==> src/logic/tcr_regs.svh <==
/*
  Register offsets, field positions, reset values and limit codes of the
  thermal configuration register bank.
  Assumes byte-wide registers on an 8-bit register index.
*/
`ifndef TCR_REGS_SVH
`define TCR_REGS_SVH

`define TCR_OFS_FORMAT_CFG 8'h7C
`define TCR_OFS_OPTION_CFG 8'h7D
`define TCR_OFS_TEST_ONE 8'h7E
`define TCR_OFS_TEST_TWO 8'h7F

`define TCR_RST_FORMAT_CFG 8'h01
`define TCR_RST_OPTION_CFG 8'h00
`define TCR_RST_TEST 8'h00

// format register fields
`define TCR_BIT_TEMP_FORMAT 0
`define TCR_BIT_OFFSET_RANGE 1
`define TCR_BIT_GPIO_DIR 2
`define TCR_BIT_GPIO_POL 3
`define TCR_BIT_VID_GPIO 4
`define TCR_BIT_REMOTE_ONE_EN 5
`define TCR_BIT_LOCAL_EN 6
`define TCR_BIT_REMOTE_TWO_EN 7

// option register fields
`define TCR_LSB_PIN_FUNC 0
`define TCR_MSB_PIN_FUNC 1
`define TCR_BIT_GLOBAL_OFF 2
`define TCR_BIT_CEILING_SEL 3
`define TCR_LSB_BYPASS 4
`define TCR_MSB_BYPASS 7

// limit codes meaning "channel disabled", then the full fan override duty
`define TCR_LIMIT_OFF_OFS64 8'h00
`define TCR_LIMIT_OFF_TWOS 8'h80
`define TCR_DUTY_FULL 8'hFF

`endif

==> src/logic/tcr_pkg.sv <==
/*
  Types of the thermal configuration register bank.
  Assumes nothing of its surroundings.
*/
package tcr_pkg;

  typedef enum logic [1:0] {
    TCR_PIN_FAN_SPEED = 2'h0,
    TCR_PIN_OVERTEMP = 2'h1,
    TCR_PIN_ALERT = 2'h2,
    TCR_PIN_GPIO = 2'h3
  } tcr_pin_func_e;

  typedef logic [7:0] tcr_byte_t;

endpackage

==> src/logic/tcr_config_bank.sv <==
/*
  Thermal configuration register bank: the format/overtemperature enable
  register, the fan and voltage option register and two read-only test
  registers, plus the overtemperature pin and fan override they steer.
  Assumes the serial management engine presents one-cycle read and write
  strobes on the clk domain, and that temperatures, limits, maximum duties
  and the lock bit come from logic on the same clock.
*/
// Contract
// - The local overtemperature enable makes the local limit drive the pin, else the pin is a timer input.
// - The second remote enable makes that channel's limit drive the pin, else it is a timer input.
// - A limit of -64 in offset-64 or -128 in twos complement disables that channel.
// - With the lock bit set both configuration registers ignore every write.
// - The two-bit pin function picks fan speed input, overtemperature, alert or GPIO, reset fan speed.
// - The global overtemperature off bit suppresses the output on all channels.
// - On overtemperature fans go to full duty, or to their maximum duty when the ceiling select is 1.
// - Each attenuator bypass bit rescales its voltage channel to 0 V..2.25 V.
// - The two test registers read as zero, reset to zero and cannot be written.
// - The format bit selects twos complement (1) or offset-64 (0) for all temperatures.
`timescale 1ns/10ps
`include "tcr_regs.svh"
module tcr_config_bank #(
  parameter int CHANNELS = 3,
  parameter int FANS = 3
) (
  input wire logic clk, // 100 MHz clock
  input wire logic rst_n, // async reset, active low
  input wire logic [7:0] reg_addr, // register index
  input wire logic reg_wr, // write strobe
  input wire tcr_pkg::tcr_byte_t reg_wdata, // write data
  input wire logic reg_rd, // read strobe
  output tcr_pkg::tcr_byte_t reg_rdata, // read data, held
  output logic reg_hit, // last access hit this bank
  input wire logic config_lock, // lock bit of the first config register
  input wire logic [CHANNELS-1:0][7:0] temp, // 0 local, 1 remote one, 2 remote two
  input wire logic [CHANNELS-1:0][7:0] limit, // overtemperature limits
  input wire logic [FANS-1:0][7:0] fan_max_duty, // programmed maximum duties
  input wire logic overtemp_pin_n_in, // dedicated pin level
  output logic overtemp_pin_n_out, // dedicated pin drive value
  output logic overtemp_pin_oe, // dedicated pin drive enable
  input wire logic shared_pin_n_in, // multiplexed pin level
  output logic shared_pin_n_out, // multiplexed pin drive value
  output logic shared_pin_oe, // multiplexed pin drive enable
  output logic overtemp_timer_active, // pin held low by outside
  output tcr_pkg::tcr_pin_func_e shared_pin_function, // multiplexed pin role
  output logic temp_format_select, // 1 twos complement
  output logic offset_range_wide, // offset range select
  output logic gpio_six_dir, // gpio direction
  output logic gpio_six_pol, // gpio polarity
  output logic vid_gpio_select, // vid pins as gpio
  output logic [3:0] attenuator_bypass, // low, core, mid, high rail
  output logic overtemp_active, // any live channel over limit
  output logic fan_force, // fans overridden
  output logic [FANS-1:0][7:0] fan_force_duty // override duty per fan
);
  import tcr_pkg::*;

  // reset images of the two configuration registers
  localparam tcr_byte_t FORMAT_RST = `TCR_RST_FORMAT_CFG;
  localparam tcr_byte_t OPTION_RST = `TCR_RST_OPTION_CFG;

  // role of the multiplexed pin held in an option register image
  function automatic tcr_pin_func_e pin_role(input tcr_byte_t cfg);
    pin_role = tcr_pin_func_e'(cfg[`TCR_MSB_PIN_FUNC:`TCR_LSB_PIN_FUNC]);
  endfunction

  tcr_byte_t format_cfg;
  tcr_byte_t option_cfg;
  tcr_byte_t next_format_cfg;
  tcr_byte_t next_option_cfg;
  tcr_byte_t next_reg_rdata;
  logic next_reg_hit;
  logic format_wr;
  logic option_wr;

  // register writes

  always_comb begin
    format_wr = reg_wr && !config_lock && (reg_addr == `TCR_OFS_FORMAT_CFG);
    option_wr = reg_wr && !config_lock && (reg_addr == `TCR_OFS_OPTION_CFG);
    next_format_cfg = format_cfg;
    next_option_cfg = option_cfg;
    if (format_wr) begin
      next_format_cfg = reg_wdata;
    end
    if (option_wr) begin
      next_option_cfg = reg_wdata;
    end
  end

  always_ff @(posedge clk or negedge rst_n) begin
    if (!rst_n) begin
      format_cfg <= `TCR_RST_FORMAT_CFG;
      option_cfg <= `TCR_RST_OPTION_CFG;
    end else begin
      format_cfg <= next_format_cfg;
      option_cfg <= next_option_cfg;
    end
  end

  // register reads, answered one cycle after the strobe

  always_comb begin
    next_reg_rdata = reg_rdata;
    next_reg_hit = reg_hit;
    if (reg_rd) begin
      next_reg_hit = 1'b1;
      unique case (reg_addr)
        `TCR_OFS_FORMAT_CFG: begin
          next_reg_rdata = format_cfg;
        end
        `TCR_OFS_OPTION_CFG: begin
          next_reg_rdata = option_cfg;
        end
        `TCR_OFS_TEST_ONE, `TCR_OFS_TEST_TWO: begin
          next_reg_rdata = `TCR_RST_TEST;
        end
        default: begin
          next_reg_rdata = 8'h00;
          next_reg_hit = 1'b0;
        end
      endcase
    end else if (reg_wr) begin
      next_reg_hit = (reg_addr >= `TCR_OFS_FORMAT_CFG) && (reg_addr <= `TCR_OFS_TEST_TWO);
    end
  end

  always_ff @(posedge clk or negedge rst_n) begin
    if (!rst_n) begin
      reg_rdata <= 8'h00;
      reg_hit <= 1'b0;
    end else begin
      reg_rdata <= next_reg_rdata;
      reg_hit <= next_reg_hit;
    end
  end

  // configuration fields onto flip-flop outputs

  logic next_temp_format_select;
  logic next_offset_range_wide;
  logic next_gpio_six_dir;
  logic next_gpio_six_pol;
  logic next_vid_gpio_select;
  logic [3:0] next_attenuator_bypass;
  tcr_pin_func_e next_shared_pin_function;

  always_comb begin
    next_temp_format_select = next_format_cfg[`TCR_BIT_TEMP_FORMAT];
    next_offset_range_wide = next_format_cfg[`TCR_BIT_OFFSET_RANGE];
    next_gpio_six_dir = next_format_cfg[`TCR_BIT_GPIO_DIR];
    next_gpio_six_pol = next_format_cfg[`TCR_BIT_GPIO_POL];
    next_vid_gpio_select = next_format_cfg[`TCR_BIT_VID_GPIO];
    next_attenuator_bypass = next_option_cfg[`TCR_MSB_BYPASS:`TCR_LSB_BYPASS];
    next_shared_pin_function = pin_role(next_option_cfg);
  end

  always_ff @(posedge clk or negedge rst_n) begin
    if (!rst_n) begin
      temp_format_select <= FORMAT_RST[`TCR_BIT_TEMP_FORMAT];
      offset_range_wide <= FORMAT_RST[`TCR_BIT_OFFSET_RANGE];
      gpio_six_dir <= FORMAT_RST[`TCR_BIT_GPIO_DIR];
      gpio_six_pol <= FORMAT_RST[`TCR_BIT_GPIO_POL];
      vid_gpio_select <= FORMAT_RST[`TCR_BIT_VID_GPIO];
      attenuator_bypass <= OPTION_RST[`TCR_MSB_BYPASS:`TCR_LSB_BYPASS];
      shared_pin_function <= pin_role(OPTION_RST);
    end else begin
      temp_format_select <= next_temp_format_select;
      offset_range_wide <= next_offset_range_wide;
      gpio_six_dir <= next_gpio_six_dir;
      gpio_six_pol <= next_gpio_six_pol;
      vid_gpio_select <= next_vid_gpio_select;
      attenuator_bypass <= next_attenuator_bypass;
      shared_pin_function <= next_shared_pin_function;
    end
  end

  // per-channel limit compare

  logic [CHANNELS-1:0] chan_enable;
  logic [CHANNELS-1:0] chan_over;

  always_comb begin
    chan_enable = '0;
    chan_enable[0] = format_cfg[`TCR_BIT_LOCAL_EN];
    chan_enable[1] = format_cfg[`TCR_BIT_REMOTE_ONE_EN];
    chan_enable[2] = format_cfg[`TCR_BIT_REMOTE_TWO_EN];
  end

  genvar ch;
  generate
    for (ch = 0; ch < CHANNELS; ch++) begin : g_chan
      tcr_limit_check u_check (
        .twos_mode(format_cfg[`TCR_BIT_TEMP_FORMAT]),
        .enable(chan_enable[ch]),
        .temp(temp[ch]),
        .limit(limit[ch]),
        .over(chan_over[ch])
      );
    end
  endgenerate

  // pin inputs pass two flip-flops before use

  logic pin_sync;
  logic shared_sync;

  tcr_sync2 #(.RESET_VALUE(1'b1)) u_pin_sync (
    .clk(clk),
    .rst_n(rst_n),
    .async_in(overtemp_pin_n_in),
    .sync_out(pin_sync)
  );

  tcr_sync2 #(.RESET_VALUE(1'b1)) u_shared_sync (
    .clk(clk),
    .rst_n(rst_n),
    .async_in(shared_pin_n_in),
    .sync_out(shared_sync)
  );

  // overtemperature decision and pin drive

  logic next_overtemp_active;
  logic next_overtemp_pin_oe;
  logic next_shared_pin_oe;
  logic next_timer_active;
  logic any_driver;
  logic shared_is_overtemp;
  // our own drive shows on the synchronised level two edges late, so it is
  // remembered that long and a released pin is not taken for an outside low
  logic [1:0] pin_oe_echo;
  logic [1:0] shared_oe_echo;
  logic [1:0] next_pin_oe_echo;
  logic [1:0] next_shared_oe_echo;
  logic pin_low_outside;
  logic shared_low_outside;

  always_comb begin
    shared_is_overtemp = (pin_role(option_cfg) == TCR_PIN_OVERTEMP);
    any_driver = |chan_enable && !option_cfg[`TCR_BIT_GLOBAL_OFF];
    next_overtemp_active = (|chan_over) && !option_cfg[`TCR_BIT_GLOBAL_OFF];
    // open drain: drive low only while asserted, otherwise release
    next_overtemp_pin_oe = any_driver && next_overtemp_active;
    next_shared_pin_oe = shared_is_overtemp && any_driver && next_overtemp_active;
    next_pin_oe_echo = {pin_oe_echo[0], overtemp_pin_oe};
    next_shared_oe_echo = {shared_oe_echo[0], shared_pin_oe};
    // a low level not caused by this device counts as the timer input
    pin_low_outside = !pin_sync && !overtemp_pin_oe && !(|pin_oe_echo);
    shared_low_outside = shared_is_overtemp && !shared_sync && !shared_pin_oe
      && !(|shared_oe_echo);
    next_timer_active = pin_low_outside || shared_low_outside;
  end

  always_ff @(posedge clk or negedge rst_n) begin
    if (!rst_n) begin
      overtemp_active <= 1'b0;
      overtemp_pin_oe <= 1'b0;
      overtemp_pin_n_out <= 1'b1;
      shared_pin_oe <= 1'b0;
      shared_pin_n_out <= 1'b1;
      overtemp_timer_active <= 1'b0;
      pin_oe_echo <= 2'h0;
      shared_oe_echo <= 2'h0;
    end else begin
      overtemp_active <= next_overtemp_active;
      overtemp_pin_oe <= next_overtemp_pin_oe;
      overtemp_pin_n_out <= !next_overtemp_pin_oe;
      shared_pin_oe <= next_shared_pin_oe;
      shared_pin_n_out <= !next_shared_pin_oe;
      overtemp_timer_active <= next_timer_active;
      pin_oe_echo <= next_pin_oe_echo;
      shared_oe_echo <= next_shared_oe_echo;
    end
  end

  // fan override on overtemperature

  logic next_fan_force;
  logic [FANS-1:0][7:0] next_fan_force_duty;

  always_comb begin
    next_fan_force = next_overtemp_active;
    for (int f = 0; f < FANS; f++) begin
      if (!next_overtemp_active) begin
        next_fan_force_duty[f] = 8'h00;
      end else if (option_cfg[`TCR_BIT_CEILING_SEL]) begin
        next_fan_force_duty[f] = fan_max_duty[f];
      end else begin
        next_fan_force_duty[f] = `TCR_DUTY_FULL;
      end
    end
  end

  always_ff @(posedge clk or negedge rst_n) begin
    if (!rst_n) begin
      fan_force <= 1'b0;
      fan_force_duty <= '0;
    end else begin
      fan_force <= next_fan_force;
      fan_force_duty <= next_fan_force_duty;
    end
  end

endmodule // tcr_config_bank

==> src/logic/tcr_sync2.sv <==
/*
  Two flip-flop synchroniser for one level.
  Assumes the input is asynchronous to clk.
*/
`timescale 1ns/10ps
module tcr_sync2 #(
  parameter logic RESET_VALUE = 1'b1
) (
  input wire logic clk, // clock
  input wire logic rst_n, // async reset
  input wire logic async_in, // asynchronous level
  output logic sync_out // synchronised level
);

  logic stage_one;
  logic next_stage_one;
  logic next_sync_out;

  always_comb begin
    next_stage_one = async_in;
    next_sync_out = stage_one;
  end

  always_ff @(posedge clk or negedge rst_n) begin
    if (!rst_n) begin
      stage_one <= RESET_VALUE;
      sync_out <= RESET_VALUE;
    end else begin
      stage_one <= next_stage_one;
      sync_out <= next_sync_out;
    end
  end

endmodule // tcr_sync2

==> src/logic/tcr_limit_check.sv <==
/*
  Over-limit compare for one temperature channel.
  Assumes temperature and limit share the format chosen by twos_mode.
*/
`timescale 1ns/10ps
`include "tcr_regs.svh"
module tcr_limit_check (
  input wire logic twos_mode, // 1: twos complement, 0: offset-64
  input wire logic enable, // channel drives the pin
  input wire logic [7:0] temp, // measured temperature
  input wire logic [7:0] limit, // overtemperature limit
  output logic over // channel is over its limit
);
  import tcr_pkg::*;

  // map either format onto an unsigned ordering
  function automatic logic [7:0] ordinal(input logic [7:0] v, input logic twos);
    ordinal = twos ? {~v[7], v[6:0]} : v;
  endfunction

  function automatic logic limit_off(input logic [7:0] v, input logic twos);
    limit_off = twos ? (v == `TCR_LIMIT_OFF_TWOS) : (v == `TCR_LIMIT_OFF_OFS64);
  endfunction

  always_comb begin
    over = enable && !limit_off(limit, twos_mode)
      && (ordinal(temp, twos_mode) > ordinal(limit, twos_mode));
  end

endmodule // tcr_limit_check

==> config.mk <==
export PLATFORM = sky130hd
export DESIGN_NAME = tcr_config_bank
export DESIGN_NICKNAME = d
export VERILOG_FILES = /design/src/logic/tcr_pkg.sv /design/src/logic/tcr_config_bank.sv /design/src/logic/tcr_sync2.sv /design/src/logic/tcr_limit_check.sv
export VERILOG_INCLUDE_DIRS = /design/src /design/src/logic
export SDC_FILE = /design/constraint.sdc
export NUM_CORES = 1
export LEC_CHECK = 0
export BUFFER_PORTS_ARGS = -buffer_cell sky130_fd_sc_hd__clkbuf_2
export CORE_MARGIN = 4
export CORE_UTILIZATION = 35
export DETAILED_ROUTE_END_ITERATION = 10
export GPL_TIMING_DRIVEN = 0
export PLACE_DENSITY = 0.63
export SETUP_SLACK_MARGIN = 0.3
export SYNTH_ARGS = -nofsm -noshare
export SYNTH_HDL_FRONTEND = slang
export SYNTH_HIERARCHICAL = 1
export SYNTH_SLANG_ARGS = --single-unit
==> constraint.sdc <==
create_clock -name clk -period 6.9 [get_ports clk]
set_input_delay 0.69 -clock clk [delete_from_list [all_inputs] [get_ports clk]]
set_output_delay 0.69 -clock clk [all_outputs]
set_load 0.01 [all_outputs]
Word-level counts from Yosys, hierarchy flattened --
Cells that the tools add are included. W data, S select, Z words.
Operators by class: equality and inequality tests 8, reduce and logical (&&, ||, !) cells 43, muxes and demuxes 21, bitwise logic cells 6, order comparisons 5
Operators with widths (number):
- $mux W8 | 13
- $eq A8 B7 Y1 const B | 4
- $eq A8 B8 Y1 const B | 3
- $gt A8 B8 Y1 | 3
- $logic_not A8 Y1 | 3
- $logic_and A1 B1 Y1 | 20
- $pmux W8 S2 | 1
- $logic_not A1 Y1 | 13
- $ge A8 B7 Y1 const B | 1
- $le A8 B7 Y1 const B | 1
- $mux W1 | 6
- $not A1 Y1 | 6
- $reduce_or A3 Y1 | 2
- $mux W5 | 1
- $reduce_or A2 Y1 | 2
- $reduce_or A4 Y1 | 1
- $eq A2 B1 Y1 const B | 1
- $reduce_bool A2 Y1 | 1
- $logic_or A1 B1 Y1 | 1
Word-level totals: output and inout port bits 51, bits in registers 74, input bits 95, word-level logic and storage cells 111

Longest topological paths before layout --
depth in word-level cells 9, depth in mapped cells 11, mapped depth without buffers 10

Hierarchy --
Netlist, hierarchy kept.
By module, submodules not included:
- tcr_config_bank | seq. area each 1480.2 um2, instances 1, area each 2369.8 um2, cells an instance 197
- tcr_limit_check | seq. area each 0.0 um2, instances 3, area each 241.5 um2, cells an instance 31
- tcr_sync2 | seq. area each 52.6 um2, instances 2, area each 52.6 um2, cells an instance 2

Worst setup path after synthesis --
No wires, ideal clock.
kind input -> register, start point input limit[9] in the netlist's numbering, end point register fan_force_duty[0] in the netlist's numbering, setup time 0.137 ns, data required time 6.763 ns, setup slack 4.356 ns, stages on the path 11, path buffers 2, arrival 2.407 ns, cells stage by stage inv_1 > ha_1 > nor2b_4 > o211ai_2 > a21oi_1 > o31a_1 > nor3_1 > or2_2 > clkbuf_1 > clkbuf_1 > a21oi_1
RTL lines:
- start: declaration | line tcr_config_bank.sv:36 | input wire logic [CHANNELS-1:0][7:0] limit,
- end signal: assignment | line tcr_config_bank.sv:301 | fan_force_duty <= next_fan_force_duty;
- end: declaration | line tcr_config_bank.sv:54 | output logic [FANS-1:0][7:0] fan_force_duty

==> flow_metrics.env <==
export IMPL_synthTopCellsByArea="dfrtp_1, ha_1, mux2_2"
export IMPL_dp_hpwl_um=6277
export IMPL_die_area_mm2=0.01074
export IMPL_worstHoldPathType="flip-flop to flip-flop"
export IMPL_cts_repair_resize_count=0
export IMPL_finish_utilization=0.4859
export IMPL_wl_met3_um=630
export IMPL_grt_pass1_vias=2832
export IMPL_tightest_slew_ns=0.8405
export IMPL_r2r_end="fan_force_duty[18]"
export IMPL_required_ns=7.09
export IMPL_synth_seq_area_share=0.4955
export IMPL_power_density_mw_per_mm2=198.0
export IMPL_final_cell_mix="clkbuf_2, inv_1, dfrtp_1, a21oi_1"
export IMPL_cts_buffer_depth=2
export IMPL_final_seq_area_mm2=0.001585
export IMPL_critPathCaptureType="flip-flop"
export IMPL_antenna_found_initial=0
export IMPL_clock_sinks=63
export IMPL_gp_congestion=0.7307
export IMPL_layout_commonest_cell="clkbuf_2"
export IMPL_cp_slowest_cell="dfstp_2"
export IMPL_drt_met1_wl_um=3151
export IMPL_worstHoldStart="u_shared_sync/next_sync_out"
export IMPL_hold_buffers=0
export IMPL_firstDrtPassIters=4
export IMPL_ios=146
export IMPL_fin_tns_setup_ns=0
export IMPL_path_buf_inv=2
export IMPL_drive_above_1_share=0.4648
export IMPL_place_ws_ns=3.684
export IMPL_cpPeakStageDelay_ns=0.67
export IMPL_antennaDiodeCount=0
export IMPL_drtAntennaViolNets=0
export IMPL_outcome="finished, final reports clean"
export IMPL_wl_um=7821
export IMPL_fin_nets=568
export IMPL_path_max_fanout=10
export IMPL_synth_warnings=6
export IMPL_n_fill_cell=859
export IMPL_maxCapViolCount=0
export IMPL_r2r_slack_ns=3.92
export IMPL_io_buffers=144
export IMPL_synth_fp_nets=413
export IMPL_drv_slew=0
export IMPL_path_class="flip-flop to flip-flop"
export IMPL_rsz0062_at_grt="false"
export IMPL_critPathTopFamily="flip-flops"
export IMPL_multi_input_area_mm2=0.001306
export IMPL_path_cells="xnor2_1, ha_1, nand4_1, a21oi_1, o31a_1, nor3_1, or2_2, clkbuf_1, clkbuf_1, a21oi_1"
export IMPL_ff2ff_path_depth=10
export IMPL_routedWlPerCell_um=13.92
export IMPL_initial_core_util=0.3633
export IMPL_top_layer="met4"
export IMPL_vias=2591
export IMPL_drt_iter0_drc=56
export IMPL_synth_top_area_cell="dfrtp_1"
export IMPL_htreeDepth=3
export IMPL_worstSkewPairLatency_ns=0.34
export IMPL_clock_fmax_mhz=335.5
export IMPL_grt_max_degree=64
export IMPL_vdd_drop_max_v=0.0001237
export IMPL_die_w_um=103.6
export IMPL_worst_slack_ns=3.919
export IMPL_slew_headroom=0.4396
export IMPL_cts_root_buf="clkbuf_8"
export IMPL_setup_violations=0
export IMPL_leakagePower_nw=2.460
export IMPL_period_needed_ns=2.981
export IMPL_yosys_register_bits=63
export IMPL_fin_crit_sh=0.4320
export IMPL_core_area_mm2=0.008806
export IMPL_core_rowCount=34
export IMPL_synth_area_mm2=0.003199
export IMPL_synth_avg_cell_area_um2=10.88
export IMPL_clock_skew_ns=0.007012
export IMPL_cp_arrival_ns=3.17
export IMPL_hold_depth=0
export IMPL_post_cts_setup_buffers=0
export IMPL_hold_path_endpoint="u_shared_sync/sync_out"
export IMPL_start_kind="flip-flop"
export IMPL_grt_usage=0.1559
export IMPL_wl_met2_um=3907
export IMPL_yosysUniqueCellTypes=35
export IMPL_area_growth_pct=33.75
export IMPL_grt_pass1_wl_um=13570
export IMPL_grt_ovfl_total=0
export IMPL_drc=0
export IMPL_cts_buffers=9
export IMPL_path_clk_slew_ns=0.07
export IMPL_die_h_um=103.6
export IMPL_synth_top_area_frac=0.4380
export IMPL_cts_tree="done"
export IMPL_hold_viol_final=0
export IMPL_via_per_inst=4.610
export IMPL_syn_inst=294
export IMPL_timing_rr_start="format_cfg[0]"
-- layout make-up --
class | count | share of cell area
clock inverter | 6 | 0.02193
sequential | 63 | 0.3705
clock buffer | 10 | 0.02982
inverter | 56 | 0.04912
buffer | 17 | 0.02281
tap | 108 | 0.03158
multi-input combinational | 158 | 0.3053
timing repair buffer | 144 | 0.1690
-- flip-flops by register name, indices dropped and copies added (netlist names), 2 cells and up --
register,flops
fan_force_duty,24
format_cfg,8
reg_rdata,8
option_cfg,4
attenuator_bypass,3
pin_oe_echo,2
shared_oe_echo,2
-- metal layers --
layer / track usage / vias to the layer above
li1: - / 1298
met5: 0 / -
met2: 0.2631 / 85
met4: 0.04748 / 0
met1: 0.1769 / 1197
met3: 0.07152 / 11
-- cell usage after synthesis (all sizes together) --
| library cell | n |
|---|---|
| dfrtp | 56 |
| inv | 56 |
| a21oi | 34 |
| ha | 24 |
| mux2 | 24 |
| nand2 | 12 |
| clkbuf | 9 |
| buf | 8 |
| o22ai | 8 |
| dfstp | 7 |
| nand4 | 6 |
| nor4 | 6 |
| nor3 | 5 |
| nor2b | 4 |
| a21boi | 3 |
| a31oi | 3 |
| nand3 | 3 |
| o211ai | 3 |
| o21ai | 3 |
| o31a | 3 |
| xnor2 | 3 |
| xor2 | 3 |
| or2 | 2 |
| a21bo | 1 |
| and2 | 1 |
| nand2b | 1 |
| nand3b | 1 |
| nand4b | 1 |
| nor2 | 1 |
| o31ai | 1 |
| o41ai | 1 |
| or3 | 1 |
-- worst register-to-register path, delay by kind of cell (launching register included) --
kind	cells	cell delay, ns
xor gates and xnor gates	1	0.19
adders and majority gates	1	0.28
buffers and inverters	2	0.66
AOI/OAI and AO/OA	3	0.44
DFF	1	0.67
and+or+nand+nor	3	0.60
-- metrics by stage --
stage | total power [mW] | cells | cell area [um2] | hold WS, ns
after floorplan | 0.4468 | 294 | 3199 | 0.3452
after global placement | 0.5012 | 546 | 4055 | 0.3458
after detailed placement | 0.5051 | 546 | 4058 | 0.3472
after CTS | 0.8638 | 562 | 4279 | 0.3578
after global routing | 0.8967 | 562 | 4279 | 0.3630
final | 0.8472 | 562 | 4279 | 0.3573
-- power breakdown --
part / internal, mW / switching [mW] / leakage, nW / total, mW
combinational: 0.0536 / 0.0574 / 1.50 / 0.111
sequential: 0.380 / 0.00471 / 0.850 / 0.385
clock: 0.206 / 0.145 / 0.107 / 0.351
-- how the worst max path moves through the flow --
stage	startpoint	end	slack, ns	cells after the start
floorplan	limit[9]	fan_force_duty[0]	4.36	11
global placement	limit[9]	fan_force_duty[17]	3.75	12
detailed placement	limit[15]	fan_force_duty[1]	3.68	11
CTS	format_cfg[0]	fan_force_duty[18]	3.78	10
global route	format_cfg[0]	fan_force_duty[13]	3.50	11
finish	format_cfg[0]	fan_force_duty[18]	3.92	10
-- logic make-up after synthesis --
| family | synth area share |
|---|---|
| AO/OA/AOI/OAI | 0.1146 |
| XOR/XNOR | 0.01643 |
| adder cells (fa/ha/maj) | 0.09386 |
| buffers and inverters | 0.09620 |
| flip-flops | 0.4955 |
| multiplexers | 0.08447 |
| AND/OR/NAND/NOR | 0.09894 |
(Power assumes the default switching activity.)
